### config.mk
export PLATFORM = sky130hd
export DESIGN_NAME = adc_ctrl_regs
export DESIGN_NICKNAME = d
export VERILOG_FILES = /design/src/adc_pkg.sv /design/src/adc_ctrl_regs.sv /design/src/adc_anc_buf.sv
export VERILOG_INCLUDE_DIRS = /design/src
export SDC_FILE = /design/constraint.sdc
export NUM_CORES = 1
export LEC_CHECK = 0
export ABC_AREA = 1
export BUFFER_PORTS_ARGS = -buffer_cell sky130_fd_sc_hd__buf_2
export CORE_UTILIZATION = 50
export DETAILED_ROUTE_END_ITERATION = 8
export GPL_TIMING_DRIVEN = 0
export PLACE_DENSITY = 0.74
export SLEW_MARGIN = 5
export SYNTH_ARGS = -nofsm -noshare
export SYNTH_HDL_FRONTEND = slang
export SYNTH_SLANG_ARGS = --single-unit
export TNS_END_PERCENT = 30
### constraint.sdc
create_clock -name clk_sys -period 5.55 [get_ports clk_sys]
set_clock_uncertainty 0.1 [all_clocks]
set_input_delay 1.665 -clock clk_sys [delete_from_list [all_inputs] [get_ports clk_sys]]
set_output_delay 1.665 -clock clk_sys [all_outputs]
set_load 0.01 [all_outputs]
### src/adc_defines.svh
// named offsets, field positions, reset values and codes of the decoder control register bank
`ifndef ADC_DEFINES_SVH
`define ADC_DEFINES_SVH

// -----------------------------------------------------------------
// widths
// -----------------------------------------------------------------
`define ADC_ADDR_W        7
`define ADC_DATA_W        8
`define ADC_ANC_BYTES     5

// -----------------------------------------------------------------
// register offsets
// -----------------------------------------------------------------
`define ADC_A_REVISION    7'h00
`define ADC_A_IDENT       7'h01
`define ADC_A_CLKPAD      7'h05
`define ADC_A_PLL_MUL     7'h06
`define ADC_A_PLL_DIV     7'h07
`define ADC_A_REQUEST_LINE_POLARITY     7'h0C
`define ADC_A_SCK_POL     7'h0D
`define ADC_A_ERROR       7'h0F
`define ADC_A_SOFT_RST    7'h10
`define ADC_A_PLAY        7'h13
`define ADC_A_MUTE        7'h14
`define ADC_A_ANC_CMD     7'h16
`define ADC_A_PIN_FUNC    7'h18
`define ADC_A_SYNC        7'h40
`define ADC_A_ANC_FIRST   7'h59
`define ADC_A_ANC_LAST    7'h5D

// -----------------------------------------------------------------
// reset values
// -----------------------------------------------------------------
`define ADC_RST_CLKPAD    8'h21
`define ADC_RST_PLL_MUL   8'h0C
`define ADC_RST_PLL_DIV   8'h00
`define ADC_RST_REQ_ON    1'b1
`define ADC_RST_REQ_INV   1'b0
`define ADC_RST_SCK_FALL  1'b1
`define ADC_RST_PLAY      1'b1
`define ADC_RST_MUTE      1'b0
`define ADC_RST_ANC_CMD   8'h00
`define ADC_RST_PIN_REQ   1'b0

// -----------------------------------------------------------------
// field positions
// -----------------------------------------------------------------
`define ADC_CC_LOAD_PLL_FRACTION  0
`define ADC_CC_XTAL_OUT   1
`define ADC_CC_XTAL_SYS   2
`define ADC_CC_VCO_OFF    3
`define ADC_CC_SYS_OUT    4
`define ADC_CC_OUT_PAD    5
`define ADC_CC_OSC_OFF    6
`define ADC_CC_SHARED_ON  7
`define ADC_REQ_ON_BIT    0
`define ADC_POL_INV_BIT   2
`define ADC_CMD_BIT       0
`define ADC_PIN_REQ_BIT   2

// -----------------------------------------------------------------
// error codes
// -----------------------------------------------------------------
`define ADC_ERR_NONE      2'h0
`define ADC_ERR_CRC       2'h1
`define ADC_ERR_NODATA    2'h2

`endif

### src/adc_pkg.sv
// types shared by the decoder control register bank
`include "adc_defines.svh"

package adc_pkg;

   typedef enum logic [0:0] {
      ADC_ANC_IDLE = 1'b0,
      ADC_ANC_FILL = 1'b1
   } adc_anc_st_t;

   typedef enum logic [1:0] {
      ADC_SYNC_SEARCH  = 2'b00,
      ADC_SYNC_CONFIRM = 2'b01,
      ADC_SYNC_LOCKED  = 2'b10,
      ADC_SYNC_UNUSED  = 2'b11
   } adc_sync_st_t;

   typedef struct packed {
      logic [`ADC_ADDR_W-1:0] ptr;
      logic [`ADC_DATA_W-1:0] clkpad;
      logic [`ADC_DATA_W-1:0] pll_mul;
      logic [`ADC_DATA_W-1:0] pll_div;
      logic                   req_on;
      logic                   req_inv;
      logic                   sck_fall;
      logic [1:0]             err;
      logic                   play;
      logic                   mute;
      logic [`ADC_DATA_W-1:0] anc_cmd;
      logic                   pin_req;
      adc_anc_st_t            anc_st;
      logic [2:0]             anc_idx;
      logic [`ADC_DATA_W-1:0] rdata;
      logic                   rvalid;
      logic                   rd_anc;
      logic                   soft_pulse;
      logic                   req_line;
      logic [2:0]             sck_sync;
      logic [2:0]             sdi_sync;
      logic                   sck_stable;
      logic                   sdi_stable;
      logic                   sdi_bit;
      logic                   sdi_valid;
   } adc_state_t;

endpackage

### src/adc_ctrl_regs.sv
// control and status register bank of the compressed-audio decoder
`timescale 1ns/1ps
`include "adc_defines.svh"

module adc_ctrl_regs
   import adc_pkg::*;
#(
   parameter logic [`ADC_DATA_W-1:0] REVISION   = 8'h01, // arbitrary value
   parameter logic [`ADC_DATA_W-1:0] IDENT_CODE = 8'h5A  // arbitrary value
) (
   input  wire logic                   clk_sys,
   input  wire logic                   rst,
   // byte port from the control bus engine
   input  wire logic                   bus_sub_load,
   input  wire logic                   bus_wr,
   input  wire logic                   bus_rd,
   input  wire logic [`ADC_DATA_W-1:0] bus_wdata,
   output logic      [`ADC_DATA_W-1:0] bus_rdata,
   output logic                        bus_rvalid,
   // clock and pad control
   output logic                        load_fraction,
   output logic                        crystal_to_out_divider,
   output logic                        crystal_to_sys_divider,
   output logic                        vco_off,
   output logic                        sysclk_on_outclk,
   output logic                        outclk_pad_on,
   output logic                        osc_out_pad_off,
   output logic                        shared_pin_on,
   output logic      [`ADC_DATA_W-1:0] pll_multiplier,
   output logic      [`ADC_DATA_W-1:0] pll_input_divider,
   // serial bitstream input pins
   input  wire logic                   serial_input_clock,
   input  wire logic                   serial_input_data,
   output logic                        sdi_bit,
   output logic                        sdi_valid,
   // data request and shared pin
   output logic                        data_req_line,
   output logic                        shared_pin_req_mode,
   // decoder core
   input  wire logic                   dec_in_decode,
   input  wire logic                   dec_wants_data,
   input  wire logic                   dec_crc_fail,
   input  wire logic                   dec_data_missing,
   input  wire logic [1:0]             dec_sync_state,
   input  wire logic                   dec_anc_valid,
   input  wire logic [`ADC_DATA_W-1:0] dec_anc_byte,
   output logic                        anc_load_req,
   output logic                        soft_reset_pulse,
   output logic                        play_active,
   output logic                        mute_active
);

   // -----------------------------------------------------------------
   // state
   // -----------------------------------------------------------------
   adc_state_t st_ff;
   adc_state_t nxt_st;

   logic [`ADC_DATA_W-1:0] anc_q;
   logic                   anc_wr;
   logic                   anc_rd;
   logic [2:0]             anc_rd_idx;
   logic                   sck_edge;

   // -----------------------------------------------------------------
   // helpers
   // -----------------------------------------------------------------
   function automatic logic is_anc(input logic [`ADC_ADDR_W-1:0] a);
      is_anc = (a >= `ADC_A_ANC_FIRST) && (a <= `ADC_A_ANC_LAST);
   endfunction

   function automatic logic [`ADC_DATA_W-1:0] reg_read(
      input logic [`ADC_ADDR_W-1:0] a,
      input adc_state_t             s,
      input logic [1:0]             sync
   );
      logic [`ADC_DATA_W-1:0] v;
      v = '0;
      case (a)
         `ADC_A_REVISION: v = REVISION;
         `ADC_A_IDENT:    v = IDENT_CODE;
         `ADC_A_CLKPAD:   v = s.clkpad;
         `ADC_A_PLL_MUL:  v = s.pll_mul;
         `ADC_A_PLL_DIV:  v = s.pll_div;
         `ADC_A_REQUEST_LINE_POLARITY: begin
            v[`ADC_REQ_ON_BIT]  = s.req_on;
            v[`ADC_POL_INV_BIT] = s.req_inv;
         end
         `ADC_A_SCK_POL:  v[`ADC_POL_INV_BIT] = s.sck_fall;
         `ADC_A_ERROR:    v = `ADC_DATA_W'(s.err);
         `ADC_A_PLAY:     v[`ADC_CMD_BIT] = s.play;
         `ADC_A_MUTE:     v[`ADC_CMD_BIT] = s.mute;
         `ADC_A_ANC_CMD:  v = s.anc_cmd;
         `ADC_A_PIN_FUNC: v[`ADC_PIN_REQ_BIT] = s.pin_req;
         `ADC_A_SYNC:     v = `ADC_DATA_W'(sync);
         // write-only and unmapped addresses read as zero
         default:         v = '0;
      endcase
      return v;
   endfunction

   // -----------------------------------------------------------------
   // next state
   // -----------------------------------------------------------------
   // pin inputs: [0] first, [1] second, [2] third flop
   assign sck_edge = (st_ff.sck_sync[1] == st_ff.sck_sync[2])
                   && (st_ff.sck_sync[2] != st_ff.sck_stable)
                   && (st_ff.sck_sync[2] == ~st_ff.sck_fall);

   always_comb begin
      nxt_st            = st_ff;
      nxt_st.rvalid     = 1'b0;
      nxt_st.soft_pulse = 1'b0;
      nxt_st.sdi_valid  = 1'b0;

      // synchronisers; a change counts once second and third agree
      nxt_st.sck_sync = {st_ff.sck_sync[1:0], serial_input_clock};
      nxt_st.sdi_sync = {st_ff.sdi_sync[1:0], serial_input_data};
      if (st_ff.sck_sync[1] == st_ff.sck_sync[2]) begin
         nxt_st.sck_stable = st_ff.sck_sync[2];
      end
      if (st_ff.sdi_sync[1] == st_ff.sdi_sync[2]) begin
         nxt_st.sdi_stable = st_ff.sdi_sync[2];
      end
      // data passes the same three stages, so it lines up with the clock
      if (sck_edge) begin
         nxt_st.sdi_bit   = nxt_st.sdi_stable;
         nxt_st.sdi_valid = 1'b1;
      end

      // registered request line, low-active when the invert bit is set
      nxt_st.req_line = dec_wants_data ^ st_ff.req_inv;

      // ancillary refill; completion clears the command first so that
      // a host write in the same cycle wins
      unique case (st_ff.anc_st)
         ADC_ANC_IDLE: begin
            if (st_ff.anc_cmd != '0) begin
               nxt_st.anc_st  = ADC_ANC_FILL;
               nxt_st.anc_idx = '0;
            end
         end
         ADC_ANC_FILL: begin
            if (dec_anc_valid) begin
               nxt_st.anc_idx = st_ff.anc_idx + 3'h1;
               if (32'(st_ff.anc_idx) == `ADC_ANC_BYTES - 1) begin
                  nxt_st.anc_st  = ADC_ANC_IDLE;
                  nxt_st.anc_cmd = '0;
               end
            end
         end
      endcase

      // control bus bytes
      if (bus_sub_load) begin
         nxt_st.ptr = bus_wdata[`ADC_ADDR_W-1:0];
      end else if (bus_wr) begin
         nxt_st.ptr = st_ff.ptr + `ADC_ADDR_W'(1);
         // read-only and unmapped targets ignore the byte
         case (st_ff.ptr)
            `ADC_A_CLKPAD:  nxt_st.clkpad  = bus_wdata;
            `ADC_A_PLL_MUL: nxt_st.pll_mul = bus_wdata;
            `ADC_A_PLL_DIV: nxt_st.pll_div = bus_wdata;
            `ADC_A_REQUEST_LINE_POLARITY: begin
               nxt_st.req_on  = bus_wdata[`ADC_REQ_ON_BIT];
               nxt_st.req_inv = bus_wdata[`ADC_POL_INV_BIT];
            end
            `ADC_A_SCK_POL: nxt_st.sck_fall = bus_wdata[`ADC_POL_INV_BIT];
            `ADC_A_SOFT_RST: begin
               // any value triggers it, bit 0 included or not
               nxt_st.soft_pulse = 1'b1;
               nxt_st.play       = `ADC_RST_PLAY;
               nxt_st.mute       = `ADC_RST_MUTE;
               nxt_st.anc_cmd    = `ADC_RST_ANC_CMD;
               nxt_st.anc_st     = ADC_ANC_IDLE;
               nxt_st.anc_idx    = '0;
               nxt_st.err        = `ADC_ERR_NONE;
            end
            `ADC_A_PLAY:     nxt_st.play    = bus_wdata[`ADC_CMD_BIT];
            `ADC_A_MUTE:     nxt_st.mute    = bus_wdata[`ADC_CMD_BIT];
            `ADC_A_ANC_CMD:  nxt_st.anc_cmd = bus_wdata;
            `ADC_A_PIN_FUNC: nxt_st.pin_req = bus_wdata[`ADC_PIN_REQ_BIT];
            default: begin
            end
         endcase
      end else if (bus_rd) begin
         nxt_st.ptr    = st_ff.ptr + `ADC_ADDR_W'(1);
         nxt_st.rdata  = reg_read(st_ff.ptr, st_ff, dec_sync_state);
         nxt_st.rd_anc = is_anc(st_ff.ptr);
         nxt_st.rvalid = 1'b1;
      end

      // error events after the soft reset clear, so the clear never drops one; a CRC fail wins over missing data in the same cycle
      if (dec_crc_fail) begin
         nxt_st.err = `ADC_ERR_CRC;
      end else if (dec_data_missing) begin
         nxt_st.err = `ADC_ERR_NODATA;
      end
   end

   // -----------------------------------------------------------------
   // registers
   // -----------------------------------------------------------------
   always_ff @(posedge clk_sys) begin
      if (rst) begin
         st_ff            <= '0;
         st_ff.clkpad     <= `ADC_RST_CLKPAD;
         st_ff.pll_mul    <= `ADC_RST_PLL_MUL;
         st_ff.pll_div    <= `ADC_RST_PLL_DIV;
         st_ff.req_on     <= `ADC_RST_REQ_ON;
         st_ff.req_inv    <= `ADC_RST_REQ_INV;
         st_ff.sck_fall   <= `ADC_RST_SCK_FALL;
         st_ff.err        <= `ADC_ERR_NONE;
         st_ff.play       <= `ADC_RST_PLAY;
         st_ff.mute       <= `ADC_RST_MUTE;
         st_ff.anc_cmd    <= `ADC_RST_ANC_CMD;
         st_ff.pin_req    <= `ADC_RST_PIN_REQ;
         st_ff.anc_st     <= ADC_ANC_IDLE;
      end else begin
         st_ff <= nxt_st;
      end
   end

   // -----------------------------------------------------------------
   // ancillary buffer
   // -----------------------------------------------------------------
   assign anc_wr     = (st_ff.anc_st == ADC_ANC_FILL) && dec_anc_valid;
   assign anc_rd     = bus_rd && !bus_sub_load && is_anc(st_ff.ptr);
   assign anc_rd_idx = 3'(st_ff.ptr - `ADC_A_ANC_FIRST);

   adc_anc_buf #(
      .WIDTH (`ADC_DATA_W),
      .DEPTH (`ADC_ANC_BYTES),
      .AW    (3)
   ) u_anc_buf (
      .clk_sys (clk_sys),
      .rst     (rst),
      .clr     (st_ff.soft_pulse),
      .wr_en   (anc_wr),
      .wr_idx  (st_ff.anc_idx),
      .wr_data (dec_anc_byte),
      .rd_en   (anc_rd),
      .rd_idx  (anc_rd_idx),
      .rd_data (anc_q)
   );

   // -----------------------------------------------------------------
   // outputs
   // -----------------------------------------------------------------
   // both sources are flops; only the select is muxed late
   assign bus_rdata  = st_ff.rd_anc ? anc_q : st_ff.rdata;
   assign bus_rvalid = st_ff.rvalid;

   // all clock and PLL controls leave from flops, so the decoder never sees a half-written byte
   assign load_fraction          = st_ff.clkpad[`ADC_CC_LOAD_PLL_FRACTION];
   assign crystal_to_out_divider = st_ff.clkpad[`ADC_CC_XTAL_OUT];
   assign crystal_to_sys_divider = st_ff.clkpad[`ADC_CC_XTAL_SYS];
   assign vco_off                = st_ff.clkpad[`ADC_CC_VCO_OFF];
   assign sysclk_on_outclk       = st_ff.clkpad[`ADC_CC_SYS_OUT];
   assign outclk_pad_on          = st_ff.clkpad[`ADC_CC_OUT_PAD];
   assign osc_out_pad_off        = st_ff.clkpad[`ADC_CC_OSC_OFF];
   assign shared_pin_on          = st_ff.clkpad[`ADC_CC_SHARED_ON];
   assign pll_multiplier         = st_ff.pll_mul;
   assign pll_input_divider      = st_ff.pll_div;

   assign sdi_bit   = st_ff.sdi_bit;
   assign sdi_valid = st_ff.sdi_valid;

   assign data_req_line       = st_ff.req_line;
   assign shared_pin_req_mode = st_ff.pin_req;

   assign anc_load_req     = (st_ff.anc_st == ADC_ANC_FILL);
   assign soft_reset_pulse = st_ff.soft_pulse;
   assign play_active      = st_ff.play && dec_in_decode;
   // mute does not touch outclk_pad_on, so the clock keeps running
   assign mute_active      = st_ff.mute;

endmodule // adc_ctrl_regs

### src/adc_anc_buf.sv
// five-byte ancillary data buffer with registered read data
`timescale 1ns/1ps
`include "adc_defines.svh"

module adc_anc_buf
   import adc_pkg::*;
#(
   parameter int WIDTH = `ADC_DATA_W,
   parameter int DEPTH = `ADC_ANC_BYTES,
   parameter int AW    = $clog2(DEPTH)
) (
   input  wire logic             clk_sys,
   input  wire logic             rst,
   input  wire logic             clr,
   input  wire logic             wr_en,
   input  wire logic [AW-1:0]    wr_idx,
   input  wire logic [WIDTH-1:0] wr_data,
   input  wire logic             rd_en,
   input  wire logic [AW-1:0]    rd_idx,
   output logic      [WIDTH-1:0] rd_data
);

   typedef struct packed {
      logic [DEPTH-1:0][WIDTH-1:0] mem;
      logic [WIDTH-1:0]            q;
   } adc_buf_state_t;

   adc_buf_state_t st_ff;
   adc_buf_state_t nxt_st;

   always_comb begin
      nxt_st = st_ff;
      // soft reset empties the buffer, a same-cycle refill byte still lands
      if (clr) begin
         nxt_st.mem = '0;
      end
      if (wr_en && (32'(wr_idx) < DEPTH)) begin
         nxt_st.mem[wr_idx] = wr_data;
      end
      if (rd_en) begin
         nxt_st.q = (32'(rd_idx) < DEPTH) ? st_ff.mem[rd_idx] : '0;
      end
   end

   always_ff @(posedge clk_sys) begin
      if (rst) begin
         st_ff <= '0;
      end else begin
         st_ff <= nxt_st;
      end
   end

   assign rd_data = st_ff.q;

endmodule // adc_anc_buf

# Word level (Yosys, flattened, before mapping)

Index checks and enable logic that the tools add are counted.

Input bits: 30
Word-level logic and storage cells: 139
Output and inout bits: 41
Register bits after elaboration: 121

Mux-type cells: 39
Bitwise operators: 5
Reduce and logical (&&, ||, !) cells: 33
Magnitude comparators: 7
Equality and inequality tests: 20
$add $sub $neg: 3

Operator list:

| kind                                                                         | number |
|---|---|
| 40-bit 2-to-1 mux                                                            | 2 |
| 8-bit 2-to-1 mux                                                             | 7 |
| 40-bit bitwise mux                                                           | 1 |
| 7-bit by 5-bit equality test with 1-bit output, second input constant        | 5 |
| 3-bit AND reduction                                                          | 11 |
| 28-bit 2-to-1 mux                                                            | 1 |
| 5-bit case mux with 5 select lines                                           | 1 |
| 8-bit binary-select mux with 3-bit select                                    | 1 |
| 8-bit demux with 3-bit select                                                | 1 |
| 7-bit by 3-bit equality test with 1-bit output, second input constant        | 3 |
| 7-bit by 4-bit equality test with 1-bit output, second input constant        | 3 |
| 7-bit 2-to-1 mux                                                             | 3 |
| 10-bit 2-to-1 mux                                                            | 2 |
| 17-bit 2-to-1 mux                                                            | 1 |
| 8-bit case mux with 2 select lines                                           | 1 |
| 1-bit case mux with 7 select lines                                           | 2 |
| 4-bit 2-to-1 mux                                                             | 3 |
| 1-bit case mux with 10 select lines                                          | 1 |
| 1-bit logical AND                                                            | 9 |
| 3-bit nonzero test                                                           | 3 |
| 3-bit by 4-bit less-than comparator with 1-bit output, second input constant | 2 |
| 4-bit case mux with 2 select lines                                           | 1 |
| 2-bit nonzero test                                                           | 4 |
| 8-bit nonzero test                                                           | 1 |
| other kinds (23)                                                             | 38 |

# Logic depth before layout (Yosys ltp)

Word-level depth: 9
Depth in mapped cells: 14
Depth with buffers taken out: 10

# Hierarchy

From an unflattened synthesis, not the netlist that was laid out.

Cells, all modules: 816
Area total of the unflattened synthesis: 5963.2 um^2

By module, submodules not included:

| module        | area each (um^2) | seq. area each (um^2) | cells each | times used |
|---|---|---|---|---|
| adc_ctrl_regs | 3776.1           | 1461.4                | 507        | 1 |
| adc_anc_buf   | 2187.1           | 960.9                 | 309        | 1 |

# Worst setup path after synthesis

OpenSTA, ideal clock, no wires.

Path kind: input-to-output
Start: in dec_in_decode
End: out play_active
Buffers on the path: 0
Cell stages on the path: 2
Data arrival time: 1.782 ns
Required time: 3.785 ns
Setup slack: 2.003 ns
Cells stage by stage: nand2_1 inv_1

Longest elaborated chain between the ends: 1

RTL lines:

| what              | line                 | RTL |
|---|---|---|
| start, declared   | adc_ctrl_regs.sv:40  | `input wire logic dec_in_decode,` |
| 1-bit logical AND | adc_ctrl_regs.sv:274 | `assign play_active = st_ff.play && dec_in_decode;` |
| end, declared     | adc_ctrl_regs.sv:49  | `output logic play_active,` |

Every way passes these cells.

# Worst setup path after layout

Same ends and word-level chain as after synthesis.

==> impl_metrics.sql <==
INSERT INTO impl_metrics (metric_group, metric, value, unit) VALUES
('status', 'status', 'complete, but fails checks', ''),
('worst_setup_path', 'cpMaxStageDelayCell', 'sky130_fd_sc_hd__buf_2', ''),
('detailed_routing', 'drt-pass1-iter-count', '9', ''),
('detailed_routing', 'avgViaCountPerCell', '5.32', ''),
('worst_setup_path', 'rr_worst_depth', '14', ''),
('floorplanning', 'core-area', '11400', 'sq um'),
('sta', 'hold_viol', '0', ''),
('sta', 'setup_viol', '0', ''),
('worst_setup_path', 'reg2reg_setup_slack', '2850', 'ps'),
('global_route', 'first_global_vias', '5131', ''),
('worst_setup_path', 'timing.critical_path.to', 'play_active', ''),
('clocking', 'root_buffer', 'sky130_fd_sc_hd__clkbuf_16', ''),
('detailed_routing', 'detailroute.via_count', '5759', ''),
('worst_setup_path', 'worstPathArrival', '1960', 'ps'),
('worst_setup_path', 'critPathKind', 'in2out', ''),
('clocking', 'cts.clk_slew.worst_paths', '50', 'ps'),
('finish', 'syn2layout_area_growth', '19.1', '%'),
('worst_setup_path', 'path_depth', '4', ''),
('detailed_routing', 'drc', '2', ''),
('floorplanning', 'floorplan.rows', '39', ''),
('job', 'maxCapViolations', '0', ''),
('min_path', 'hold_path_class', 'reg2reg', ''),
('synth', 'yosys_warnings', '0', ''),
('floorplanning', 'io_pins', '71', ''),
('sta', 'timing.final.crit_share', '67.2', '%'),
('clocking', 'clock_latency', '420', 'ps'),
('sta', 'drv_slew', '0', ''),
('sta', 'setup_total_negative_slack', '0', 'ps'),
('worst_setup_path', 'worst_path_dominant_cell_family', 'buffers and inverters', ''),
('detailed_routing', 'drt.antenna.violating_nets', '0', ''),
('placement', 'place.port_buffers', '69', ''),
('floorplanning', 'dieWidth', '110', 'um'),
('sta', 'worst_pin_slew', '694', 'ps'),
('synth', 'yosys.area_share.simple', '31.2', '%'),
('floorplanning', 'initial_utilization', '51.1', '%'),
('worst_setup_path', 'worstPathRequired', '3790', 'ps'),
('global_route', 'antenna_found_initial', '0', ''),
('worst_setup_path', 'worst-path-max-fanout', '1', ''),
('sta', 'max_freq', '268', 'MHz'),
('clocking', 'clock_path_buffers', '2', ''),
('synth', 'synth_seq_area_share', '41.5', '%'),
('pwr', 'power_per_cell_area', '314', 'nW/um^2'),
('finish', 'insertedDiodeCount', '0', ''),
('synth', 'avgSynthCellArea', '6.96', 'sq um'),
('global_route', 'wire_length_of_the_first_global_routing_pass', '26100', 'um'),
('worst_setup_path', 'cp-start-kind', 'input port', ''),
('synth', 'synth_top_family_by_area', 'simple AND/OR/NAND/NOR gates', ''),
('finish', 'mostFrequentLayoutCells', '209 x sky130_fd_sc_hd__nand2_1, 123 x sky130_fd_sc_hd__nor2_1, 121 x sky130_fd_sc_hd__dfxtp_1', ''),
('finish', 'layout.nets', '963', ''),
('pwr', 'ir_drop', '0.257', 'mV'),
('clocking', 'number_of_buffers_created_by_cts', '17', ''),
('placement', 'dpl.cell_count', '1051', ''),
('sta', 'rsz0062_at_grt', 'no', ''),
('floorplanning', 'dieArea', '12100', 'sq um'),
('detailed_routing', 'route.final.wire_length', '16100', 'um'),
('clocking', 'tritoncts_clock_tree', 'built', ''),
('pwr', 'cellLeakagePower', '3.22', 'nW'),
('worst_setup_path', 'timing.critical_path.cells', 'buf_2 -> nand2_1 -> inv_1 -> buf_2', ''),
('global_route', 'track_usage', '29.0', '%'),
('sta', 'period_minus_slack', '3730', 'ps'),
('clocking', 'clock_sink_count', '121', ''),
('finish', 'leading_cell_type_in_the_layout_fill_and_taps_excluded', 'sky130_fd_sc_hd__nand2_1', ''),
('synth', 'yosys-mux-area-fraction', '0', '%'),
('worst_setup_path', 'rr_startpoint', 'st_ff[66]', ''),
('sta', 'timing.slew.headroom', '53.8', '%'),
('synth', 'synth.lib_cells_used.distinct', '42', ''),
('synth', 'synth_fa_ha_area_share', '1.46', '%'),
('finish', 'final_cell_count_no_fill', '1082', ''),
('synth', 'synth_cells', '839', ''),
('status', 'violations_in_the_final_reports', 'DRC', ''),
('worst_setup_path', 'worstPathBufferInverterCount', '3', '');
tightest hold or removal path, delay by kind of cell (launching register included):
| family | cells | cell delay [ps] |
|---|---|---|
| buffers and inverters | 1 | 40 |
| DFF | 1 | 290 |
| and+or+nand+nor | 1 | 30 |
worst min path at each step:
stage	slack, ps	cells past startpoint	startpoint	end
after floorplan	290	2	nxt_st[5]	nxt_st[6]
after global placement	290	2	nxt_st[8]	nxt_st[9]
after detailed placement	300	2	nxt_st[8]	nxt_st[9]
after CTS	310	2	nxt_st[8]	nxt_st[9]
after global routing	320	2	nxt_st[8]	nxt_st[9]
final	310	2	nxt_st[8]	nxt_st[9]
state kept, by name, indices dropped and copies added (netlist names), 4 cells and up:
| signal | flops |
|---|---|
| pll_multiplier | 8 |
| u_anc_buf.st_ff | 40 |
| pll_input_divider | 8 |
| u_anc_buf.rd_data | 8 |
| st_ff | 37 |
| nxt_st | 4 |
kinds of logic after synthesis:
group | Yosys count
compound gates | 169
xor+xnor | 5
fa+ha+maj | 7
buf+inv | 119
flops | 121
simple gates | 418
layer usage:
layer / vias up / routed length (um) / global-route usage, %
li1: 2880 / - / -
met1: 2584 / 6880 / 35.9
met2: 240 / 7380 / 46.9
met3: 55 / 1120 / 5.82
met4: 0 / 727 / 16.7
met5: - / 0 / 0
where the power goes:
group / switching, W / internal [W]
Combinational: 0.000132 / 0.0000592
Clock: 0.000388 / 0.000713
Sequential: 0.00000773 / 0.000880
final cells by class:
cell class | count | area [sq um]
fill | 1092 | 4470
multi-input combinational | 599 | 2850
sequential | 121 | 2420
clock buffer | 23 | 498
timing repair buffer | 69 | 345
inverter | 75 | 289
buffer | 44 | 282
tap | 143 | 179
clock inverter | 8 | 92.6
synthesized netlist by cell type, drive strengths merged:
master       instances  area share (%)
nand2              217              15
nor2               135              10
dfxtp              121              41
a21oi               88             7.6
inv                 72             4.7
o21ai               68             5.8
nand3               52             4.8
buf                 27             3.6
clkbuf              16             1.0
nor3                 7            0.79
a211oi               6            0.86
ha                   6             1.3
clkinv               3            0.24
nand4                3            0.32
o211ai               3            0.39
xnor2                3            0.58
nand3b               2            0.26
o221ai               2            0.30
xor2                 2            0.30
a221oi               1            0.15
dlygate4sd1          1            0.15
maj3                 1            0.17
nor4                 1            0.11
o22ai                1            0.11
or2                  1            0.11
through the flow:
step           instance area (sq um)  util, %  hold WS (ps)  total power, W  setup WS (ps)
6_report                        6950     60.9           306         0.00218           1820
5_1_grt                         6950     60.9           322         0.00225           1780
4_1_cts                         6950     60.9           308         0.00219           1820
3_5_place_dp                    6360     55.7           301         0.00110           1820
3_3_place_gp                    6360     55.7           289         0.00109           1820
2_1_floorplan                   5840        -           288         0.00103           2000
Power figures use the tool's default switching activity.
